### src/verilog/adc_seq_defs.svh
// Register offsets, field positions, reset values and timing counts of the sequencer
// Overview of operation
// - Start bit 2 converts channel one with its setup registers into its result.
// - Start bit 1 converts channel two with its setup registers into its result.
// - Start bit 0 converts the temperature sensor into the temperature result.
// - Processor is stalled for the whole conversion until the result is written.
// - All set start bits clear together when the one conversion finishes.
// - Channel one wins whatever other bits hold; select zero means differential pair.
// - Channel two wins over temperature when channel one is clear.
// - Temperature converts only alone with select zero; alone with nonzero select its bit just clears.
// - Nonzero select with channel start converts that single-ended source.
// - Source select sits in control bits 11..8; other upper bits unused.
// - Codes 1..3 pick bandgap, small amp and large amp outputs.
// - Codes 4..7 pick supply, ground and buffered converter outputs.
// - Codes 8 and 9 pick positive or negative input pin single-ended.
// - Supply, ground and buffered codes force the fixed reduced gain.
// - Setup A holds gain 15..11, clock 10..8, resolution 6..4.
// - Setup A holds offset sign bit 3 and magnitude 2..0.
// - Setup B holds bias code in bits 6..4.
// - Setup B of channels one and two holds reference select in bits 1..0.
// - Setup B registers reset to 0070h, all others to 0000h.
// - Processor loads address and data, then sets initiate bit 15, bit 14 read.
// - Initiate bit clears itself once the transfer is done.
// - Channel two and temperature setups share channel one field positions.
`ifndef ADC_SEQ_DEFS_SVH
`define ADC_SEQ_DEFS_SVH
`define OFS_START      8'h00
`define OFS_RES_ONE    8'h01
`define OFS_SET_ONE_A  8'h02
`define OFS_SET_ONE_B  8'h03
`define OFS_RES_TWO    8'h04
`define OFS_SET_TWO_A  8'h05
`define OFS_SET_TWO_B  8'h06
`define OFS_RES_TEMP   8'h07
`define OFS_SET_TEMP_A 8'h08
`define OFS_SET_TEMP_B 8'h09
`define RST_SET_B      16'h0070
`define RST_ZERO       16'h0000
`define BIT_START_ONE  2
`define BIT_START_TWO  1
`define BIT_START_TEMP 0
`define BIT_INITIATE   15
`define BIT_READ       14
`define START_MASK     16'h0F07
`define SET_B_MASK     16'h0073
`define TEMP_B_MASK    16'h0070
`define SRC_DIFF       4'h0
`define SRC_SUPPLY     4'h4
`define SRC_BUF_LARGE  4'h7
`define ADC_CLK_NS     250
`define SYS_CLK_NS     10
`define CYC_PER_ADC_CLK (`ADC_CLK_NS / `SYS_CLK_NS)
`endif

### src/verilog/adc_seq_pkg.sv
// Types shared by the conversion sequencer
package adc_seq_pkg;
    typedef enum logic [1:0] {
        SRC_CH_ONE,
        SRC_CH_TWO,
        SRC_TEMP
    } target_e;
    typedef struct packed {
        logic [4:0] gain;
        logic [2:0] clk_div;
        logic [2:0] resolution;
        logic       offset_sign;
        logic [2:0] offset_mag;
        logic [2:0] bias;
        logic [1:0] reference;
        logic [3:0] source;
        logic       forced_gain;
        logic [1:0] target;
    } conv_cfg_s;
    typedef enum logic [1:0] {
        ST_IDLE,
        ST_WAIT,
        ST_STORE
    } seq_state_e;
endpackage

### src/verilog/adc_conversion_sequencer.sv
// Conversion sequencer with indirect module register port
`timescale 1ns/1ns
`default_nettype none
`include "adc_seq_defs.svh"
module adc_conversion_sequencer #(
    parameter int MAX_WAIT = 2048 * 512 * 25
) (
    input  wire logic                  clk,
    input  wire logic                  rstn,
    input  wire logic [15:0]           module_address_port,
    input  wire logic [15:0]           module_data_port,
    input  wire logic [15:0]           module_control_port,
    input  wire logic [15:0]           analog_result,
    input  wire logic                  analog_done,
    output logic                       control_initiate_clear,
    output logic [15:0]                read_data,
    output logic                       read_valid,
    output logic                       cpu_stall,
    output logic                       analog_start,
    output adc_seq_pkg::conv_cfg_s     analog_cfg
);
    // ========================================
    // Registers and state
    logic [15:0] start_q;
    logic [15:0] res_q [3];
    logic [15:0] set_a_q [3];
    logic [15:0] set_b_q [3];
    adc_seq_pkg::seq_state_e state_q;
    logic [31:0] cnt_q;
    logic [31:0] cnt_d;
    logic        done_sync1_q;
    logic        done_sync2_q;
    logic        initiate_q;
    logic        is_read;
    logic        go;
    logic [7:0]  addr;
    logic        ch_one;
    logic        ch_two;
    logic        tmp;
    logic        any_start;
    logic [1:0]  tgt;
    logic [3:0]  src;
    logic [15:0] cfg_a;
    logic [15:0] cfg_b;
    logic [15:0] rd_mux;
    logic [15:0] wr_mask;
    logic [11:0] res_cycles;
    logic [3:0]  div_shift;
    // ========================================
    // Command decode of the module control port
    assign go        = module_control_port[`BIT_INITIATE] && !initiate_q;
    assign is_read   = module_control_port[`BIT_READ];
    assign addr      = module_address_port[7:0];
    // Source priority
    assign ch_one    = start_q[`BIT_START_ONE];
    assign ch_two    = !ch_one && start_q[`BIT_START_TWO];
    assign src       = start_q[11:8];
    assign tmp       = !ch_one && !ch_two && start_q[`BIT_START_TEMP]
                       && (src == `SRC_DIFF);
    assign any_start = ch_one || ch_two || tmp;
    assign tgt       = ch_one ? 2'd0 : (ch_two ? 2'd1 : 2'd2);
    assign cfg_a     = set_a_q[tgt];
    assign cfg_b     = set_b_q[tgt];
    // Conversion length in converter clocks from resolution code
    always_comb begin
        case (cfg_a[6:4])
            3'd0:    res_cycles = 12'd256;
            3'd1:    res_cycles = 12'd320;
            3'd2:    res_cycles = 12'd512;
            3'd3:    res_cycles = 12'd640;
            3'd4:    res_cycles = 12'd800;
            3'd5:    res_cycles = 12'd1280;
            default: res_cycles = 12'd2048;
        endcase
    end
    // Total system cycles: converter clocks times divider times base period
    // Shift is widened first so divider codes 6 and 7 do not wrap
    assign div_shift = {1'b0, cfg_a[10:8]} + 4'd2;
    assign cnt_d     = 32'((32'(res_cycles) << div_shift) * `CYC_PER_ADC_CLK);
    // Read multiplexer; unmapped addresses read zero
    always_comb begin
        case (addr)
            `OFS_START:      rd_mux = start_q;
            `OFS_RES_ONE:    rd_mux = res_q[0];
            `OFS_SET_ONE_A:  rd_mux = set_a_q[0];
            `OFS_SET_ONE_B:  rd_mux = set_b_q[0];
            `OFS_RES_TWO:    rd_mux = res_q[1];
            `OFS_SET_TWO_A:  rd_mux = set_a_q[1];
            `OFS_SET_TWO_B:  rd_mux = set_b_q[1];
            `OFS_RES_TEMP:   rd_mux = res_q[2];
            `OFS_SET_TEMP_A: rd_mux = set_a_q[2];
            `OFS_SET_TEMP_B: rd_mux = set_b_q[2];
            default:         rd_mux = `RST_ZERO;
        endcase
    end
    assign wr_mask = (addr == `OFS_SET_TEMP_B) ? `TEMP_B_MASK : `SET_B_MASK;
    // ========================================
    // Completion input synchroniser
    always_ff @(posedge clk or negedge rstn) begin
        if (!rstn) begin
            done_sync1_q <= 1'b0;
            done_sync2_q <= 1'b0;
        end else begin
            done_sync1_q <= analog_done;
            done_sync2_q <= done_sync1_q;
        end
    end
    // ========================================
    // Register port: one transfer per initiate, then self-clear pulse
    always_ff @(posedge clk or negedge rstn) begin
        if (!rstn) begin
            initiate_q             <= 1'b0;
            control_initiate_clear <= 1'b0;
            read_data              <= `RST_ZERO;
            read_valid             <= 1'b0;
        end else begin
            initiate_q             <= module_control_port[`BIT_INITIATE];
            control_initiate_clear <= go;
            read_valid             <= go && is_read;
            if (go && is_read) begin
                read_data <= rd_mux;
            end
        end
    end
    // Configuration registers, writes blocked while converting
    for (genvar i = 0; i < 3; i++) begin : g_set
        always_ff @(posedge clk or negedge rstn) begin
            if (!rstn) begin
                set_a_q[i] <= `RST_ZERO;
                set_b_q[i] <= `RST_SET_B;
                res_q[i]   <= `RST_ZERO;
            end else begin
                if (go && !is_read && state_q == adc_seq_pkg::ST_IDLE
                    && addr == 8'(`OFS_SET_ONE_A + 3 * i)) begin
                    set_a_q[i] <= module_data_port & 16'hFF7F;
                end
                if (go && !is_read && state_q == adc_seq_pkg::ST_IDLE
                    && addr == 8'(`OFS_SET_ONE_B + 3 * i)) begin
                    set_b_q[i] <= module_data_port & wr_mask;
                end
                if (state_q == adc_seq_pkg::ST_STORE && tgt == 2'(i)) begin
                    res_q[i] <= analog_result;
                end
            end
        end
    end
    // ========================================
    // Start register and conversion sequencer
    always_ff @(posedge clk or negedge rstn) begin
        if (!rstn) begin
            start_q      <= `RST_ZERO;
            state_q      <= adc_seq_pkg::ST_IDLE;
            cnt_q        <= 32'd0;
            cpu_stall    <= 1'b0;
            analog_start <= 1'b0;
            analog_cfg   <= '0;
        end else begin
            analog_start <= 1'b0;
            case (state_q)
                adc_seq_pkg::ST_IDLE: begin
                    if (go && !is_read && addr == `OFS_START) begin
                        start_q <= module_data_port & `START_MASK;
                    end else if (any_start) begin
                        state_q      <= adc_seq_pkg::ST_WAIT;
                        cnt_q        <= (cnt_d > 32'(MAX_WAIT)) ? 32'(MAX_WAIT) : cnt_d;
                        cpu_stall    <= 1'b1;
                        analog_start <= 1'b1;
                        analog_cfg.gain        <= cfg_a[15:11];
                        analog_cfg.clk_div     <= cfg_a[10:8];
                        analog_cfg.resolution  <= cfg_a[6:4];
                        analog_cfg.offset_sign <= cfg_a[3];
                        analog_cfg.offset_mag  <= cfg_a[2:0];
                        analog_cfg.bias        <= cfg_b[6:4];
                        analog_cfg.reference   <= cfg_b[1:0];
                        analog_cfg.source      <= src;
                        analog_cfg.forced_gain <= (src >= `SRC_SUPPLY)
                                                  && (src <= `SRC_BUF_LARGE);
                        analog_cfg.target      <= tgt;
                    end else if (start_q[`BIT_START_TEMP]) begin
                        start_q[`BIT_START_TEMP] <= 1'b0;
                    end
                end
                adc_seq_pkg::ST_WAIT: begin
                    if (done_sync2_q || cnt_q <= 32'd1) begin
                        state_q <= adc_seq_pkg::ST_STORE;
                    end else begin
                        cnt_q <= cnt_q - 32'd1;
                    end
                end
                adc_seq_pkg::ST_STORE: begin
                    state_q   <= adc_seq_pkg::ST_IDLE;
                    cpu_stall <= 1'b0;
                    // One write, one conversion: every start bit drops with the result
                    start_q[`BIT_START_ONE]  <= 1'b0;
                    start_q[`BIT_START_TWO]  <= 1'b0;
                    start_q[`BIT_START_TEMP] <= 1'b0;
                end
                default: state_q <= adc_seq_pkg::ST_IDLE;
            endcase
        end
    end
endmodule
`default_nettype wire

### config.mk
export PLATFORM = sky130hd
export DESIGN_NAME = adc_conversion_sequencer
export DESIGN_NICKNAME = d
export VERILOG_FILES = /design/src/verilog/adc_seq_pkg.sv /design/src/verilog/adc_conversion_sequencer.sv
export VERILOG_INCLUDE_DIRS = /design/src /design/src/verilog
export SDC_FILE = /design/constraint.sdc
export NUM_CORES = 1
export LEC_CHECK = 0
export BUFFER_PORTS_ARGS = -buffer_cell sky130_fd_sc_hd__buf_2
export CORE_MARGIN = 2
export CORE_UTILIZATION = 50
export DETAILED_ROUTE_END_ITERATION = 10
export PLACE_DENSITY = 0.78
export SYNTH_ARGS = -nofsm -noshare
export SYNTH_HDL_FRONTEND = slang
export SYNTH_SLANG_ARGS = --single-unit
### constraint.sdc
create_clock -name clk -period 6 [get_ports clk]
set_input_delay 0.6 -clock clk [delete_from_list [all_inputs] [get_ports clk]]
set_output_delay 0.6 -clock clk [all_outputs]
set_load 0.1 [all_outputs]
==> impl_metrics.yaml, run 1 <==
outcome:
  status: "complete, no violations"
die:
  dieHeight_microns: 162
  die_w_microns: 162
  rows: 57
  num_io_pins: 114
  core_area_sq_um: 24500
  die-area_sq_um: 26300
  start_util: 0.511
worst_setup_path:
  cpMaxStageDelayCell: "fa_2"
  r2r_cells: 24
  crit_buf_inv: 5
  regToRegSetupSlack_ns: 0.12
  cp_cell_sequence: "buf_12 > mux2i_1 > o21ai_2 > nand2_1 > buf_4 > a211oi_1 > a31oi_1 > o22ai_2 > buf_4 > xor2_1 > nor2_1 > ha_1 > fa_2 > ha_4 > o211ai_1 > a21o_1 > a211o_1 > a2111oi_4 > o31ai_2 > a2111oi_4 > nand4b_1 > buf_4 > clkbuf_16 > o31ai_2"
  start_kind: "register"
  crit_start: "start_q[1]"
  crit_top_cell: "buf_4"
  crit_type: "register to register"
  crit_arrival_ns: 6.22
  crit_required_ns: 6.34
  cp-end-kind: "register"
  critical-path-top-delay-family: "compound AO/OA/AOI/OAI gates"
  slowest_delay_ns: 0.46
  rr_endpoint: "cnt_q[10]"
  path_max_fanout: 10
  rr_startpoint: "start_q[1]"
logic_synthesis:
  synth_top_area_frac: 0.380
  synth_compound_area_frac: 0.172
  ys_seq_area_frac: 0.399
  synthFlopType: "dfrtp_1"
  syn_area_per_cell_sq_um: 9.89
  ys_ff_latch: 199
  muxShareOfSynthArea: 0.135
  syn_nets: 1417
  synth_top_family_by_area: "compound AO/OA/AOI/OAI gates"
  synth_most_common_cell: "dfrtp_1"
  synth_edf_count: 0
  synth_area_sq_um: 12500
  synth-async-reset-ratio: 1.00
  synthTopCellsByArea: "dfrtp_1 (38%), mux2_2 (10%), ha_1 (6.9%)"
  synth_adder_area_share: 0.0962
  synth-simple-area-share: 0.141
  synth-xor-area-share: 0.0140
  synth_top_area_cell: "dfrtp_1"
  yosysWarnings: 0
  synth_cell_types: 84
  postSynthCellCount: 1264
  ys_top_cells_by_count: "dfrtp_1 (190), nand2_1 (146), mux2_2 (114)"
routing:
  wl_per_cell_microns: 19.4
  drtIter0Drc: 747
  wl_microns: 33700
  drtAntennaViolNets: 0
  drc_errors: 0
  via_per_inst: 5.98
  first_pass_iters: 7
  vias: 10400
power_and_ir_drop:
  p_per_area_nw_per_um2: 283
  irDropWorstVdd_uv: 224
  total_power_mw: 4.19
  leakagePower_nw: 7.06
clock_network:
  clockBufferDepth: 2
  numCtsBuffers: 17
  cts.sinks: 199
  cts-root-buf: "clkbuf_16"
  path_clk_slew_ns: 0.08
  clk_latency_ns: 0.45
  cts_htree_levels: 4
  cts_tree: "built"
  cts_hold_buf: 0
hold_path:
  hp-class: "primary input to asynchronous set/reset pin"
grt:
  grt_max_degree: 96
  grt_pass1_wl_microns: 53200
  antenna_found_initial: 2
  grt_overflow: 0
  grt_usage: 0.254
  grt_pass1_vias: 10400
layout:
  drive_above_1_share: 0.303
  area_growth_pct: 18.4
  layout.nets: 1557
  diodes: 0
  finish.instance_area_sq_um: 14800
  fill_cells: 1973
place:
  io_buffers: 90
  place_area_sq_um: 13800
  gp_congestion: 0.893
  dp_hpwl_microns: 23700
timing:
  max_freq_mhz: 170
  drv_slew: 0
  min_period_ns: 5.88
  period_share: 0.980
  hold_viol: 0
  worstMarginPinSlew_ns: 1.06
  slew_headroom: 0.289
  finalSetupViolCount: 0
  skew_ns: 0.0184
flow_run:
  maxCapViolCount: 0
[registers in the layout, summed over array words and instances (netlist names)]
| name | count |
|---|---|
| analog_cfg | 27 |
| analog_start | 1 |
| cnt_q | 32 |
| control_initiate_clear | 1 |
| cpu_stall | 1 |
| done_sync1_q | 1 |
| done_sync2_q | 1 |
| initiate_q | 1 |
| read_data | 16 |
| read_valid | 1 |
| res_q | 48 |
| set_a_q | 45 |
| set_b_q | 15 |
| start_q | 7 |
| state_q | 2 |
[worst register-to-register path: stages (launching register included)]
cell and delay (ns):
dfrtp_2 0.44, buf_12 0.16, mux2i_1 0.17, o21ai_2 0.32, nand2_1 0.14, buf_4 0.16
a211oi_1 0.28, a31oi_1 0.10, o22ai_2 0.22, buf_4 0.16, xor2_1 0.19, nor2_1 0.08
ha_1 0.31, fa_2 0.46, ha_4 0.32, o211ai_1 0.10, a21o_1 0.20, a211o_1 0.36
a2111oi_4 0.37, o31ai_2 0.13, a2111oi_4 0.37, nand4b_1 0.13, buf_4 0.18, clkbuf_16 0.17
o31ai_2 0.26
[where the power goes]
group	total [mW]	switching, mW	internal, mW
clock network	1.17	0.606	0.568
logic	1.28	0.937	0.343
registers	1.74	0.177	1.56
total	4.19	1.72	2.47
[layer usage]
metal  vias to the layer above  GRT usage  share of wire
met5                         -          0              0
met4                         0     0.0998          0.027
li1                       4840          -              -
met1                      5111      0.322           0.42
met2                       383      0.436           0.49
met3                        77     0.0439          0.062
[through the flow]
step	instances	setup WS [ns]	hold slack, ns	utilization	TNS (ns)
after floorplan	1264	0.00817	0.304	-	0
after detailed placement	1697	0.00390	0.373	0.562	0
final	1741	0.118	0.185	0.605	0
after global placement	1697	0.0809	0.379	0.562	0
after global routing	1741	-0.113	0.245	0.605	-0.763
after CTS	1729	0.0392	0.242	0.588	0
[timing repair]
action | in CTS | in global routing
endpoints found under the hold margin | 0 | 0
resized for setup | 4 | 62
buffers inserted | 0 | 11
endpoints found under the setup margin | 12 | 20
gates cloned | 0 | 1
pin swaps | 0 | 20
[cell families after synthesis]
family | after synthesis
AO/OA/AOI/OAI | 311
multiplexers | 147
buffers and inverters | 126
flip-flops | 199
AND/OR/NAND/NOR | 375
adder cells (fa/ha/maj) | 86
XOR/XNOR | 20
[how the worst max path moves through the flow]
stage / end / slack, ns / cells after the start
after global routing: cnt_q[10] / -0.11 / 24
after CTS: cnt_q[8] / 0.04 / 22
after detailed placement: cnt_q[5] / 0.004 / 22
after global placement: cnt_q[5] / 0.08 / 21
final: cnt_q[10] / 0.12 / 24
after floorplan: cnt_q[8] / 0.008 / 27
[placed cells by master (no fill, tap or decap), types with 6 or more instances in the layout]
cell,synthesis,layout
mux2_1,6,6
a21oi_1,65,63
nand2_1,146,145
o211ai_1,6,6
nor3_2,2,6
dfrtp_1,190,189
clkbuf_16,0,18
xor2_1,10,10
mux2_2,114,114
mux2i_1,22,19
nor4_1,14,14
nand4_1,6,6
a222oi_1,8,8
nand3_1,23,23
nand2b_1,12,10
nor3_1,18,12
o21ai_1,10,14
o21ai_0,87,80
and2_1,10,9
ha_1,69,59
fa_1,17,14
xnor2_1,10,10
ha_4,0,9
inv_1,66,63
or2_2,7,7
nor2_1,96,95
a221oi_1,9,7
or3_1,9,9
o21a_1,15,13
a21o_1,15,15
o31ai_2,13,14
a22oi_1,18,17
dfstp_2,9,9
buf_4,3,84
buf_2,17,89
[layout make-up]
class	count	area, sq um	share of cell area
well taps	324	405	0.0274
clock buffers	18	429	0.0290
clock inverters	14	176	0.0119
repair buffers	179	1190	0.0807
inverters	68	255	0.0172
multi-input cells	939	7350	0.496
flip-flops and latches	199	4990	0.337
Power figures use the tool's default switching activity.
==> inputs of run 2 (changes only) <==
ABC_AREA = 1   (was default)
CTS_CLUSTER_SIZE = 25   (was default)
PLACE_DENSITY = 0.71   (was 0.78)
==> run 2 against run 1 <==
Against the previous run:
- synthesized cell count grew 39%
- clock-buffer cell count shrank 1
- sequential cell count is the same
- highest routed layer unchanged
- combinational power shrank 29%
==> impl_metrics.yaml, run 2 <==
outcome:
  status: "complete, no violations"
logic_synthesis:
  ys_seq_area_frac: 0.390
  syn_area_per_cell_sq_um: 7.29
  yosysWarnings: 0
  synth_top_area_cell: "dfrtp_1"
  synth_area_sq_um: 12800
  ys_ff_latch: 199
  syn_nets: 1907
  synth_top_area_frac: 0.372
  synth_cell_types: 54
  synthTopCellsByArea: "dfrtp_1 (37%), nand2_1 (15%), inv_1 (7.1%)"
  synth-async-reset-ratio: 1.00
  ys_top_cells_by_count: "nand2_1 (516), inv_1 (241), dfrtp_1 (190)"
  postSynthCellCount: 1754
  synth_most_common_cell: "nand2_1"
  synthFlopType: "dfrtp_1"
  synth_edf_count: 0
timing:
  rsz0062_at_grt: "false"
  setup_tns_ns: 0
  hold_viol: 0
  finalSetupViolCount: 0
  period_share: 0.930
  max_freq_mhz: 179
  skew_ns: 0.0194
  slew_headroom: 0.279
  worstMarginPinSlew_ns: 1.08
  drv_slew: 0
  timing.hold.ws_ns: 0.149
  min_period_ns: 5.58
  fin_ws_ns: 0.422
power_and_ir_drop:
  irDropWorstVdd_uv: 192
  leakagePower_nw: 7.52
  p_per_area_nw_per_um2: 262
  total_power_mw: 3.77
worst_setup_path:
  slowest_delay_ns: 0.51
  crit_type: "register to register"
  cpMaxStageDelayCell: "fa_1"
  path_max_fanout: 12
  start_kind: "register"
  r2r_cells: 35
  rr_endpoint: "cnt_q[14]"
  cp-end-kind: "register"
  crit_arrival_ns: 5.96
  crit_top_cell: "nand2_1"
  crit_required_ns: 6.38
  regToRegSetupSlack_ns: 0.42
  rr_startpoint: "start_q[1]"
clock_network:
  numCtsBuffers: 17
  clockBufferDepth: 2
  cts-root-buf: "clkbuf_16"
  cts_htree_levels: 4
  clk_latency_ns: 0.44
  cts_tree: "built"
  path_clk_slew_ns: 0.09
  cts.sinks: 199
die:
  dieHeight_microns: 164
  die_w_microns: 164
  rows: 58
  num_io_pins: 114
  core_area_sq_um: 25200
  die-area_sq_um: 26900
  start_util: 0.508
grt:
  grt_pass1_wl_microns: 55300
  grt_pass1_vias: 11100
  antenna_found_initial: 0
  grt_usage: 0.257
  grt_max_degree: 80
  grt_overflow: 0
layout:
  reg_top3: "res_q: 48 flops, set_a_q: 45 flops, cnt_q: 32 flops"
  drive_above_1_share: 0.125
  final_common_cell: "nand2_1"
  fin_util: 0.572
  layout.nets: 1993
  largest_reg_flops: 48
  mostFrequentLayoutCells: "nand2_1 (514), inv_1 (241), dfrtp_1 (188)"
  layout.cells.non_filler: 2183
  finish.instance_area_sq_um: 14400
  regMostFlops: "res_q"
  diodes: 0
  area_growth_pct: 12.5
place:
  dp_cells: 2144
  dp_hpwl_microns: 24600
  post-place-ws_ns: 0.0645
  place_area_sq_um: 13600
  gp_congestion: 0.902
  io_buffers: 90
flow_run:
  maxCapViolCount: 0
hold_path:
  hp-class: "primary input to asynchronous set/reset pin"
routing:
  drtIter0Drc: 967
  vias: 11700
  drc_errors: 0
  via_per_inst: 5.35
  wl_microns: 33500
  drtAntennaViolNets: 0
  wl_per_cell_microns: 15.3
  first_pass_iters: 5
==> run 2: worst max path at each step <==
stage | start | to | slack [ns] | depth (start not counted)
4_1_cts | start_q[2] | cnt_q[6] | 0.04 | 33
5_1_grt | start_q[2] | cnt_q[24] | 0.002 | 38
3_3_place_gp | start_q[2] | cnt_q[24] | 0.21 | 35
3_5_place_dp | start_q[2] | cnt_q[6] | 0.06 | 33
2_1_floorplan | start_q[2] | cnt_q[11] | 0.58 | 33
6_report | start_q[1] | cnt_q[14] | 0.42 | 35
==> run 2: worst max-delay path, delay by kind of cell (launching register included) <==
kind                       cells  cell delay (ns)
and+or+nand+nor               23             2.53
adders and majority gates      4             1.49
AOI/OAI and AO/OA              3             0.54
buffers and inverters          5             0.49
DFF                            1             0.48
==> run 2: final cells by class <==
class	count	area, sq um
inverter	252	948
clock inverter	15	193
timing repair buffer	120	692
tap	330	413
fill	2357	10800
sequential	199	4990
clock buffer	17	425
multi-input combinational	1250	6730
==> run 2: per-layer routing <==
layer	vias to the layer above	GRT usage	wire, microns
met5	-	0	0
li1	5815	-	-
met3	49	0.0318	1670
met4	0	0.0829	899
met1	5469	0.333	14700
met2	336	0.448	16200
==> run 2: where the power goes <==
part	switching, mW	internal [mW]
logic	0.678	0.235
registers	0.152	1.51
clock network	0.614	0.576
total	1.44	2.33
==> run 2: kinds of logic after synthesis <==
kind of cell | Yosys count | share of synthesized area
AOI/OAI and AO/OA | 316 | 0.142
xor gates and xnor gates | 17 | 0.0116
adders and majority gates | 86 | 0.0941
buffers and inverters | 307 | 0.0927
DFF | 199 | 0.390
and+or+nand+nor | 829 | 0.270
==> run 2: repair_timing <==
action | in CTS | in global routing
endpoints found under the setup margin | 0 | 20
resized for setup | 0 | 37
buffers inserted | 0 | 5
hold buffers | 0 | 0
